==> src/inc/lpps_pkg.sv <==
package lpps_pkg;
  localparam int NUM_PINS = 8;
  localparam int FUNC_W = 4;
  // Register byte offsets
  localparam logic [4:0] OFS_STANDBY_CTL = 5'h00;
  localparam logic [4:0] OFS_SUB_OSC_CTL = 5'h04;
  localparam logic [4:0] OFS_GPIO_OUT = 5'h08;
  localparam logic [4:0] OFS_GPIO_DIR = 5'h0c;
  localparam logic [4:0] OFS_PIN_FUNC = 5'h10;
  localparam logic [4:0] OFS_STATUS = 5'h14;
  localparam logic [4:0] OFS_PIN_IN = 5'h18;
  localparam logic [4:0] OFS_PIN_OE = 5'h1c;
  // Field positions
  localparam int LEVEL_BIT_POS = 0;
  localparam int SOSC_STOP_POS = 0;
  localparam int STAT_MAIN_OSC_POS = 4;
  localparam int STAT_SUB_OSC_POS = 5;
  localparam int STAT_LEVEL_POS = 6;
  // Reset values
  localparam logic [31:0] PIN_FUNC_RST = 32'h0000_0000;
  localparam logic [7:0] GPIO_RST = 8'h00;
  // AXI responses
  localparam logic [1:0] RESP_OKAY = 2'h0;
  localparam logic [1:0] RESP_SLVERR = 2'h2;

  // Operating state as reported by the power controller
  typedef enum logic [3:0] {
    ST_POR = 4'b0000,
    ST_EXT_RESET = 4'b0001,
    ST_INT_RESET = 4'b0010,
    ST_RUN = 4'b0011,
    ST_TIMER = 4'b0100,
    ST_SUB_TIMER = 4'b0101,
    ST_SUBCR_TIMER = 4'b0110,
    ST_RTC = 4'b0111,
    ST_STOP = 4'b1000,
    ST_DS_RTC = 4'b1001,
    ST_DS_STOP = 4'b1010,
    ST_DS_RETURN = 4'b1011,
    ST_VBAT_RTC = 4'b1100,
    ST_VBAT_RETURN = 4'b1101
  } lpps_state_t;

  // Per-pin function select
  typedef enum logic [3:0] {
    FN_GPIO = 4'b0000,
    FN_ANA_IN = 4'b0001,
    FN_ANA_OUT = 4'b0010,
    FN_WAKEUP = 4'b0011,
    FN_EXT_INT = 4'b0100,
    FN_TRACE = 4'b0101,
    FN_RESOURCE = 4'b0110,
    FN_SOSC_IN = 4'b0111,
    FN_SOSC_OUT = 4'b1000
  } lpps_func_t;
endpackage : lpps_pkg

==> src/logic/lpps_top.sv <==
// The register offsets and the AXI4-Lite register port are this design's own decisions.
`timescale 1ns/1ns
// Pin-state control across reset, run, standby and backup-supply states
module lpps_top
  import lpps_pkg::*;
(
  input wire logic aclk,
  input wire logic aresetn,
  input wire logic [31:0] s_axi_awaddr,
  input wire logic [2:0] s_axi_awprot,
  input wire logic s_axi_awvalid,
  output logic s_axi_awready,
  input wire logic [31:0] s_axi_wdata,
  input wire logic [3:0] s_axi_wstrb,
  input wire logic s_axi_wvalid,
  output logic s_axi_wready,
  output logic [1:0] s_axi_bresp,
  output logic s_axi_bvalid,
  input wire logic s_axi_bready,
  input wire logic [31:0] s_axi_araddr,
  input wire logic [2:0] s_axi_arprot,
  input wire logic s_axi_arvalid,
  output logic s_axi_arready,
  output logic [31:0] s_axi_rdata,
  output logic [1:0] s_axi_rresp,
  output logic s_axi_rvalid,
  input wire logic s_axi_rready,
  input wire logic [3:0] op_state_in,
  input wire logic [NUM_PINS-1:0] periph_out,
  input wire logic [NUM_PINS-1:0] periph_oe,
  input wire logic [NUM_PINS-1:0] pad_in,
  output logic [NUM_PINS-1:0] pad_out,
  output logic [NUM_PINS-1:0] pad_oe,
  output logic [NUM_PINS-1:0] core_in,
  output logic [NUM_PINS-1:0] analog_en,
  output logic [NUM_PINS-1:0] wakeup_en,
  output logic main_osc_en,
  output logic sub_osc_en
);
  lpps_state_t state_reg;
  lpps_state_t state_next;
  logic standby_pin_level_bit_reg;
  logic sub_osc_stop_control_bit_reg;
  logic [NUM_PINS-1:0] gpio_out_reg;
  logic [NUM_PINS-1:0] gpio_dir_reg;
  logic [31:0] pin_func_reg;
  logic aw_full_reg;
  logic w_full_reg;
  logic [4:0] aw_addr_reg;
  logic [31:0] w_data_reg;
  logic [3:0] w_strb_reg;
  logic do_write;
  logic wr_hit;
  logic [31:0] rd_data;
  logic rd_hit;
  logic in_standby;
  logic in_timer;
  logic in_deep;
  logic in_vbat;

  // Byte-lane merge for strobed writes
  function automatic logic [31:0] lpps_merge(
    input logic [31:0] old_v,
    input logic [31:0] new_v,
    input logic [3:0] strb
  );
    logic [31:0] res;
    res = old_v;
    for (int b = 0; b < 4; b++)
    begin
      if (strb[b])
        res[b*8 +: 8] = new_v[b*8 +: 8];
    end
    return res;
  endfunction : lpps_merge

  // Unknown state codes fall back to the power-on column, the safest one
  always_comb
  begin
    unique case (op_state_in)
      ST_EXT_RESET, ST_INT_RESET, ST_RUN, ST_TIMER, ST_SUB_TIMER,
      ST_SUBCR_TIMER, ST_RTC, ST_STOP, ST_DS_RTC, ST_DS_STOP,
      ST_DS_RETURN, ST_VBAT_RTC, ST_VBAT_RETURN:
        state_next = lpps_state_t'(op_state_in);
      default:
        state_next = ST_POR;
    endcase
  end

  // Operating state tracked every clock so pins update on each change
  always_ff @(posedge aclk)
  begin
    if (!aresetn)
      state_reg <= ST_POR;
    else
      state_reg <= state_next;
  end

  // State groups
  assign in_timer = (state_reg == ST_TIMER) || (state_reg == ST_SUB_TIMER)
    || (state_reg == ST_SUBCR_TIMER);
  assign in_standby = in_timer || (state_reg == ST_RTC) || (state_reg == ST_STOP);
  assign in_deep = (state_reg == ST_DS_RTC) || (state_reg == ST_DS_STOP);
  assign in_vbat = (state_reg == ST_VBAT_RTC) || (state_reg == ST_VBAT_RETURN);

  // Main oscillator runs only outside the low-clock modes
  always_ff @(posedge aclk)
  begin
    if (!aresetn)
      main_osc_en <= 1'b1;
    else
      main_osc_en <= !((state_reg == ST_SUB_TIMER) || (state_reg == ST_SUBCR_TIMER)
        || (state_reg == ST_RTC) || (state_reg == ST_STOP) || in_deep);
  end

  // Sub oscillator stops only when allowed and in a stop mode
  always_ff @(posedge aclk)
  begin
    if (!aresetn)
      sub_osc_en <= 1'b1;
    else
      sub_osc_en <= !(sub_osc_stop_control_bit_reg
        && ((state_reg == ST_STOP) || (state_reg == ST_DS_STOP)));
  end

  // Write channel acceptance; address and data may come in either order
  assign s_axi_awready = !aw_full_reg;
  assign s_axi_wready = !w_full_reg;
  assign do_write = aw_full_reg && w_full_reg && !s_axi_bvalid;

  always_ff @(posedge aclk)
  begin
    if (!aresetn)
    begin
      aw_full_reg <= 1'b0;
      aw_addr_reg <= 5'h00;
    end
    else if (s_axi_awvalid && s_axi_awready)
    begin
      aw_full_reg <= 1'b1;
      aw_addr_reg <= s_axi_awaddr[4:0];
    end
    else if (do_write)
      aw_full_reg <= 1'b0;
  end

  always_ff @(posedge aclk)
  begin
    if (!aresetn)
    begin
      w_full_reg <= 1'b0;
      w_data_reg <= 32'h0000_0000;
      w_strb_reg <= 4'h0;
    end
    else if (s_axi_wvalid && s_axi_wready)
    begin
      w_full_reg <= 1'b1;
      w_data_reg <= s_axi_wdata;
      w_strb_reg <= s_axi_wstrb;
    end
    else if (do_write)
      w_full_reg <= 1'b0;
  end

  // Only the five writable words answer OKAY
  always_comb
  begin
    unique case (aw_addr_reg)
      OFS_STANDBY_CTL, OFS_SUB_OSC_CTL, OFS_GPIO_OUT, OFS_GPIO_DIR, OFS_PIN_FUNC:
        wr_hit = 1'b1;
      default:
        wr_hit = 1'b0;
    endcase
  end

  // Write response one cycle after both halves are in
  always_ff @(posedge aclk)
  begin
    if (!aresetn)
    begin
      s_axi_bvalid <= 1'b0;
      s_axi_bresp <= RESP_OKAY;
    end
    else if (do_write)
    begin
      s_axi_bvalid <= 1'b1;
      s_axi_bresp <= wr_hit ? RESP_OKAY : RESP_SLVERR;
    end
    else if (s_axi_bready)
      s_axi_bvalid <= 1'b0;
  end

  // Control registers
  always_ff @(posedge aclk)
  begin
    if (!aresetn)
    begin
      standby_pin_level_bit_reg <= 1'b0;
      sub_osc_stop_control_bit_reg <= 1'b0;
      gpio_out_reg <= GPIO_RST;
      gpio_dir_reg <= GPIO_RST;
      pin_func_reg <= PIN_FUNC_RST;
    end
    else if (do_write)
    begin
      if (aw_addr_reg == OFS_STANDBY_CTL && w_strb_reg[0])
        standby_pin_level_bit_reg <= w_data_reg[LEVEL_BIT_POS];
      if (aw_addr_reg == OFS_SUB_OSC_CTL && w_strb_reg[0])
        sub_osc_stop_control_bit_reg <= w_data_reg[SOSC_STOP_POS];
      if (aw_addr_reg == OFS_GPIO_OUT && w_strb_reg[0])
        gpio_out_reg <= w_data_reg[7:0];
      if (aw_addr_reg == OFS_GPIO_DIR && w_strb_reg[0])
        gpio_dir_reg <= w_data_reg[7:0];
      if (aw_addr_reg == OFS_PIN_FUNC)
        pin_func_reg <= lpps_merge(pin_func_reg, w_data_reg, w_strb_reg);
    end
  end

  // Read decode
  always_comb
  begin
    rd_data = 32'h0000_0000;
    rd_hit = 1'b1;
    unique case (s_axi_araddr[4:0])
      OFS_STANDBY_CTL:
        rd_data[LEVEL_BIT_POS] = standby_pin_level_bit_reg;
      OFS_SUB_OSC_CTL:
        rd_data[SOSC_STOP_POS] = sub_osc_stop_control_bit_reg;
      OFS_GPIO_OUT:
        rd_data[7:0] = gpio_out_reg;
      OFS_GPIO_DIR:
        rd_data[7:0] = gpio_dir_reg;
      OFS_PIN_FUNC:
        rd_data = pin_func_reg;
      OFS_STATUS:
      begin
        rd_data[3:0] = state_reg;
        rd_data[STAT_MAIN_OSC_POS] = main_osc_en;
        rd_data[STAT_SUB_OSC_POS] = sub_osc_en;
        rd_data[STAT_LEVEL_POS] = standby_pin_level_bit_reg;
      end
      OFS_PIN_IN:
        rd_data[7:0] = core_in;
      OFS_PIN_OE:
        rd_data[7:0] = pad_oe;
      default:
        rd_hit = 1'b0;
    endcase
  end

  // Read answer one cycle after the address is taken
  assign s_axi_arready = !s_axi_rvalid;

  always_ff @(posedge aclk)
  begin
    if (!aresetn)
    begin
      s_axi_rvalid <= 1'b0;
      s_axi_rdata <= 32'h0000_0000;
      s_axi_rresp <= RESP_OKAY;
    end
    else if (s_axi_arvalid && s_axi_arready)
    begin
      s_axi_rvalid <= 1'b1;
      s_axi_rdata <= rd_data;
      s_axi_rresp <= rd_hit ? RESP_OKAY : RESP_SLVERR;
    end
    else if (s_axi_rready)
      s_axi_rvalid <= 1'b0;
  end

  // Per-pin state selection
  for (genvar i = 0; i < NUM_PINS; i++)
  begin : g_pin
    lpps_func_t fn;
    logic d_out;
    logic d_oe;
    logic d_din;
    logic d_ana;
    logic d_wk;
    logic d_hold;

    assign fn = lpps_func_t'(pin_func_reg[i*FUNC_W +: FUNC_W]);

    // Default is Hi-Z with the internal input forced low
    always_comb
    begin
      d_out = 1'b0;
      d_oe = 1'b0;
      d_din = 1'b0;
      d_ana = 1'b0;
      d_wk = 1'b0;
      d_hold = 1'b0;
      unique case (fn)
        FN_ANA_IN:
          d_ana = (state_reg != ST_POR);
        FN_SOSC_IN:
          d_din = 1'b1;
        FN_SOSC_OUT:
        begin
          // Oscillator keeps driving until it has really stopped
          if (state_reg != ST_POR)
          begin
            d_hold = sub_osc_en;
            d_out = periph_out[i];
            d_oe = periph_oe[i] && sub_osc_en;
            d_din = 1'b1;
          end
        end
        default:
        begin
          if (state_reg == ST_EXT_RESET || state_reg == ST_INT_RESET)
            d_din = (fn == FN_GPIO) || (fn == FN_RESOURCE) || (fn == FN_EXT_INT);
          else if (state_reg == ST_RUN || in_vbat)
          begin
            d_hold = in_vbat;
            d_out = (fn == FN_GPIO) ? gpio_out_reg[i] : periph_out[i];
            d_oe = (fn == FN_GPIO) ? gpio_dir_reg[i] : periph_oe[i] && (fn != FN_ANA_OUT);
            d_din = (fn != FN_ANA_OUT);
            d_ana = (fn == FN_ANA_OUT);
            d_wk = (fn == FN_WAKEUP);
          end
          else if (in_standby)
          begin
            if (fn == FN_ANA_OUT)
            begin
              d_hold = in_timer;
              d_out = gpio_out_reg[i];
              d_oe = gpio_dir_reg[i] && !standby_pin_level_bit_reg;
            end
            else if (fn == FN_TRACE && standby_pin_level_bit_reg)
            begin
              d_out = periph_out[i];
              d_oe = periph_oe[i];
            end
            else if (fn == FN_GPIO || fn == FN_RESOURCE)
              d_hold = !standby_pin_level_bit_reg;
            else
              d_hold = 1'b1;
          end
          else if (in_deep)
          begin
            if (fn == FN_WAKEUP)
            begin
              d_wk = 1'b1;
              d_hold = !standby_pin_level_bit_reg;
            end
            else if (!standby_pin_level_bit_reg)
            begin
              d_out = gpio_out_reg[i];
              d_oe = gpio_dir_reg[i];
            end
          end
          else if (state_reg == ST_DS_RETURN)
          begin
            d_wk = (fn == FN_WAKEUP);
            if (fn == FN_GPIO)
            begin
              d_out = gpio_out_reg[i];
              d_oe = gpio_dir_reg[i];
              d_din = 1'b1;
            end
          end
        end
      endcase
    end

    // A running peripheral is re-sampled rather than frozen, except in ST_VBAT_RTC
    lpps_pin_cell u_cell (
      .aclk(aclk),
      .aresetn(aresetn),
      .hold(d_hold && !(fn == FN_RESOURCE && state_reg != ST_VBAT_RTC
        && periph_oe[i] && !in_deep)),
      .out_next(fn == FN_RESOURCE ? periph_out[i] : d_out),
      .oe_next(fn == FN_RESOURCE && d_hold ? periph_oe[i] : d_oe),
      .din_en_next(d_din),
      .ana_next(d_ana),
      .wk_next(d_wk),
      .pad_in(pad_in[i]),
      .pad_out(pad_out[i]),
      .pad_oe(pad_oe[i]),
      .core_in(core_in[i]),
      .analog_en(analog_en[i]),
      .wakeup_en(wakeup_en[i])
    );
  end
endmodule : lpps_top

==> src/logic/lpps_pin_cell.sv <==
`timescale 1ns/1ns
// One pad's output stage: registers the chosen state, or keeps it while held
module lpps_pin_cell
  import lpps_pkg::*;
(
  input wire logic aclk,
  input wire logic aresetn,
  input wire logic hold,
  input wire logic out_next,
  input wire logic oe_next,
  input wire logic din_en_next,
  input wire logic ana_next,
  input wire logic wk_next,
  input wire logic pad_in,
  output logic pad_out,
  output logic pad_oe,
  output logic core_in,
  output logic analog_en,
  output logic wakeup_en
);
  logic din_en_reg;

  // Drive state; a hold keeps the value from before the mode was entered
  always_ff @(posedge aclk)
  begin
    if (!aresetn)
    begin
      pad_out <= 1'b0;
      pad_oe <= 1'b0;
      din_en_reg <= 1'b0;
      analog_en <= 1'b0;
      wakeup_en <= 1'b0;
    end
    else if (!hold)
    begin
      pad_out <= out_next;
      pad_oe <= oe_next;
      din_en_reg <= din_en_next;
      analog_en <= ana_next;
      wakeup_en <= wk_next;
    end
  end

  // Internal digital input, forced low when gated off
  always_ff @(posedge aclk)
  begin
    if (!aresetn)
      core_in <= 1'b0;
    else
      core_in <= din_en_reg & pad_in;
  end
endmodule : lpps_pin_cell

==> config.mk <==
export PLATFORM = sky130hd
export DESIGN_NAME = lpps_top
export DESIGN_NICKNAME = d
export VERILOG_FILES = /design/src/inc/lpps_pkg.sv /design/src/logic/lpps_top.sv /design/src/logic/lpps_pin_cell.sv
export SDC_FILE = /design/constraint.sdc
export NUM_CORES = 1
export LEC_CHECK = 0
export BUFFER_PORTS_ARGS = -buffer_cell sky130_fd_sc_hd__buf_2
export CORE_UTILIZATION = 60
export CTS_CLUSTER_DIAMETER = 40
export DETAILED_ROUTE_END_ITERATION = 8
export PLACE_DENSITY_LB_ADDON = 0.08
export SYNTH_ARGS = -nofsm -noshare
export SYNTH_HDL_FRONTEND = slang
export SYNTH_SLANG_ARGS = --single-unit
==> constraint.sdc <==
create_clock -name aclk -period 4.5 [get_ports aclk]
set_input_delay 1.35 -clock aclk [delete_from_list [all_inputs] [get_ports aclk]]
set_output_delay 1.35 -clock aclk [all_outputs]
set_load 0.02 [all_outputs]
# --- Word-level counts from Yosys, hierarchy flattened ---
# Cells that the tools add are included.
word_totals:
  regBits: 185
  latch_bits: 0
  mem_bits_rw: 0
  rom_bits: 0
  output_inout_bits: 83
  word_cells: 814
  mem_count: 0
classes:
  add_sub_neg: 0
  multipliers: 0
  div_mod_pow: 0
  n_lt_le_gt_ge: 0
  n_eq_ne: 110
  shifts: 0
  mux: 449
  bitwise: 8
  n_reduce_logical: 178
op_table:
  columns: ["op", "count"]
  rows:
  - ["$mux 1", 403]
  - ["$eq 4x3->1 const B", 40]
  - ["$logic_and 1x1->1", 82]
  - ["$eq 4x2->1 const B", 20]
  - ["$eq 4x4->1 const B", 20]
  - ["$pmux 1 s2", 32]
  - ["$eq 4x1->1 const B", 10]
  - ["$pmux 6 s6", 1]
  - ["$logic_not 4->1", 8]
  - ["$ne 4x2->1 const B", 8]
  - ["$reduce_or 2->1", 16]
  - ["$logic_or 1x1->1", 29]
  - ["$eq 5x5->1 const B", 5]
  - ["$mux 24", 1]
  - ["$pmux 1 s3", 8]
  - ["$reduce_or 3->1", 8]
  - ["$eq 5x4->1 const B", 4]
  - ["$logic_not 1->1", 16]
  - ["$reduce_or 13->1", 1]
  - ["$reduce_and 3->1", 4]
  - ["$eq 5x3->1 const B", 2]
  - ["$logic_not 5->1", 2]
  - ["$reduce_and 2->1", 5]
  - ["$and 1x1->1", 8]
  - ["8 further kinds", 12]

# --- Logic depth before layout (Yosys ltp) ---
logic_depth:
  word_depth: 11
  ltp_mapped: 10
  mapped_depth_nobuf: 6

# --- Hierarchy ---
# From an unflattened synthesis, not the netlist that was laid out.
hier_totals:
  cells_unflattened: 1348
  hier_area_um2: 10480.1
modules_own_cells:
  columns: ["module", "n_inst", "cells_each", "area_per_inst_um2"]
  rows:
  - ["lpps_top", 1, 1204, 8728.4]
  - ["lpps_pin_cell", 8, 18, 219.0]

# --- Worst setup path after synthesis ---
# Ideal clock, no wire load.
synth_timing:
  path_kind: "input port to flip-flop"
  startpoint: "input s_axi_araddr[1]"
  endpoint: "register s_axi_rdata[26]"
  setup_ns: 0.070
  t_arrival_ns: 2.873
  setup_slack_ns: 1.557
  stages: 7
  n_path_buf: 2
  cell_sequence: "nor2_1 nand2_1 nor3_1 clkbuf_1 clkbuf_1 nand3_1 a21oi_1"
synth_between:
  elab_chain_cells: 2
synth_lines:
  columns: ["item", "line_no", "source"]
  rows:
  - ["start: declaration", "lpps_top.sv:20", "input wire logic [31:0] s_axi_araddr,"]
  - ["$eq 5x5->1", "lpps_top.sv:224", "unique case (s_axi_araddr[4:0])"]
  - ["$mux 24", "lpps_top.sv:224", null]
  - ["end signal: assignment", "lpps_top.sv:265", "s_axi_rdata <= rd_data;"]
  - ["end: declaration", "lpps_top.sv:24", "output logic [31:0] s_axi_rdata,"]
# No other way between the ends.
# A chain may end at the register's enable or synchronous reset.

# --- Worst setup path after layout ---
layout_timing:
  startpoint: "register state_reg[3]"
  endpoint: "register g_pin[6].u_cell.pad_oe"
layout_between:
  elab_chain_cells: 11
layout_lines:
  columns: ["item", "line_no", "source"]
  rows:
  - ["start: declaration", "lpps_top.sv:40", "lpps_state_t state_reg;"]
  - ["start signal: assignment", "lpps_top.sv:96", "state_reg <= state_next;"]
  - ["$eq 4x3->1", "lpps_top.sv:100", "assign in_timer = (state_reg == ST_TIMER) || (state_reg == ST_SUB_TIMER)"]
  - ["$logic_or 1x1->1", "lpps_top.sv:100", null]
  - ["$logic_or 1x1->1", "lpps_top.sv:101", "|| (state_reg == ST_SUBCR_TIMER);"]
  - ["$logic_or 1x1->1 (2 in a row)", "lpps_top.sv:102", "assign in_standby = in_timer || (state_reg == ST_RTC) || (state_reg == ST_STOP);"]
  - ["$mux 1", "lpps_top.sv:323", "else if (in_standby)"]
  - ["$mux 1", "lpps_top.sv:314", "else if (state_reg == ST_RUN || in_vbat)"]
  - ["$mux 1", "lpps_top.sv:312", "if (state_reg == ST_EXT_RESET || state_reg == ST_INT_RESET)"]
  - ["$pmux 1 s2", "lpps_top.sv:294", "unique case (fn)"]
  - ["$logic_and 1x1->1", "lpps_top.sv:375", ".oe_next(fn == FN_RESOURCE && d_hold ? periph_oe[i] : d_oe),"]
  - ["$mux 1", "lpps_top.sv:375", null]
  - ["end signal: assignment", "lpps_pin_cell.sv:37", "pad_oe <= oe_next;"]
  - ["end: declaration", "lpps_pin_cell.sv:16", "output logic pad_oe,"]
# Several ways; a longest one is shown, not always the timed one.

==> results.ini <==
[clock_tree]
cts_tree=done
cts_buffers=17
path_clk_slew_ns=0.07
clockBufferDepth=2
postCtsHoldBufs=0
cts_resized=0
htree_levels=4
cts_setup_buffers=0
cts_sinks=183
clk_latency_ns=0.45
cts_root_buf=clkbuf_16

[synthesis]
yosysMostFrequentCell=nand2_1
synth_top_area_share=0.339
syn_area_sq_um=10800
yosysSeqAreaShare=0.339
async_flop_share=0
synthFlopType=dfxtp_1
synth_area_per_cell_sq_um=7.53
syn_inst=1436
synth_edf_count=0
synth_warnings=0
yosysTopAreaCell=dfxtp_1
synth_cell_types=89
yosys-top-cells-count=197 x nand2_1, 183 x dfxtp_1, 150 x a21oi_1
yosys_register_bits=183
synth_area_leaders=dfxtp_1 34%, a21oi_1 6.9%, nand2_1 6.8%

[drt]
firstDrtPassIters=5
drtIter0Drc=1392
drcViolationCount=0
wl_per_cell_um=20.2
wirelength_um=34400
vias=11100
via_per_inst=6.54
ant_nets=0

[pwr]
switchingPower_uw=1130
power.internal_uw=2590
report.power.total_uw=3730
irDropWorstVdd_v=0.000265
powerDensity_nw_per_um2=314
p_seq_frac=0.465
switching_share=0.304
clkPwrFrac=0.408
combinationalPowerShare=0.128
p_leak_uw=0.00465

[finish]
final_nets=1604
drive_gt1_frac=0.169
n_fill_cell=1553
multiInputGateArea_sq_um=6230
syn_to_final_growth_pct=9.67
antennaDiodeCount=0
regArea_sq_um=3660
final_cell_area_sq_um=11900

[sta]
fmax_mhz=290
worst_slack_ns=1.06
rsz0062_at_grt=false
period_share=0.765
fin_hold_ws_ns=0.450
clock_skew_ns=0.00951
hold_violations=0
slew_violations=0
tns_ns=0
setup_viol=0
tightest_slew_ns=1.23
period_needed_ns=3.44
timing.slew.headroom=0.171

[worst_setup_path]
start_kind=flip-flop
required_ns=4.90
cp-end-kind=flip-flop
rrSetupSlack_ns=1.06
cp_max_fo=21
arrival_ns=3.84
r2r_end=g_pin[6].u_cell.pad_oe
worstSetupPathType=flip-flop to flip-flop
rr_startpoint=state_reg[3]
r2r_cells=6

[run_status]
status=finished, final reports clean

[place]
globalplace.congestion=0.975
numPortBuffers=161
place_hpwl_um=23700
dpl_cell_area_sq_um=11200
pre_cts_slack_ns=1.26

[die]
die_w_um=136
pin_count=224
initial_utilization=0.621
dieArea_sq_um=18600
num_rows=48
core_area_sq_um=17400
die_h_um=136

[global_routing]
grt_pass1_vias=9458
antenna_found_initial=0
overflow=0
grt_max_degree=112
grt_use_total=0.370
grt_pass1_wl_um=52400

[worst_hold_path]
hp-class=flip-flop to flip-flop
hold_depth=2
min_from=s_axi_rdata[15]
hold_end=s_axi_rdata[15]

[run]
max_cap_viol_count=0

cell families after synthesis:
family / share of synthesized area
simple gates: 0.264
compound gates: 0.238
buf+inv: 0.0881
flops: 0.339
mux: 0.0517
xor+xnor: 0.0193
other cells: 0.000347
final cells by class:
type                            count  share of cell area
Multi-Input combinational cell   1051               0.525
Sequential cell                   183               0.309
Timing Repair Buffer              180              0.0810
Clock buffer                       18              0.0362
Tap cell                          225              0.0237
Clock inverter                     14              0.0152
Inverter                           30             0.00971
worst max-delay path, cell delays in order, from the launching register on:
cell,delay [ns]
dfxtp_1,0.78
nor3b_2,0.76
nand2_1,0.59
o22ai_1,0.36
a221oi_1,0.12
a2111oi_0,0.50
o221a_2,0.27
power by group through the flow:
stage	clock, uW	sequential, uW	combinational [uW]
after floorplan	0	1740	329
after global placement	0	1760	456
after detailed placement	0	1770	462
after CTS	1540	1730	465
after global routing	1600	1740	511
final	1520	1730	476
metrics by stage:
step,std cells,utilization
after detailed placement,1669,0.646
after CTS,1701,0.681
after floorplan,1437,-
after global placement,1669,0.646
after global routing,1701,0.681
final,1701,0.681
layout by cell type (no fill, tap or decap), types with 14 or more instances in the layout:
master / instances
nor3b_1: 14
o21ai_0: 69
inv_1: 29
buf_2: 161
nand3_1: 87
clkbuf_16: 17
buf_4: 18
nor2_1: 96
xor2_1: 14
mux2i_1: 48
a31oi_1: 20
a221oi_1: 14
nor2b_1: 25
nand2_1: 197
nor3_1: 46
nor4_1: 15
and3_1: 14
dfxtp_1: 183
a21oi_1: 150
routing by layer:
layer / part of all wire / wire, um / track usage
met3: 0.11 / 3870 / 0.0843
met5: 0 / 0 / 0
met4: 0.037 / 1260 / 0.157
met2: 0.42 / 14500 / 0.539
met1: 0.43 / 14700 / 0.518
worst max-delay path by stage:
stage | end | slack (ns) | start | cells past startpoint
after global routing | g_pin[6].u_cell.pad_oe | 0.84 | state_reg[3] | 6
after global placement | g_pin[6].u_cell.pad_oe | 1.24 | state_reg[3] | 6
after floorplan | s_axi_rdata[26] | 1.56 | s_axi_araddr[1] | 7
after detailed placement | g_pin[6].u_cell.pad_oe | 1.26 | state_reg[3] | 6
final | g_pin[6].u_cell.pad_oe | 1.06 | state_reg[3] | 6
after CTS | g_pin[6].u_cell.pad_oe | 1.22 | state_reg[3] | 6
(Power assumes the default switching activity.)
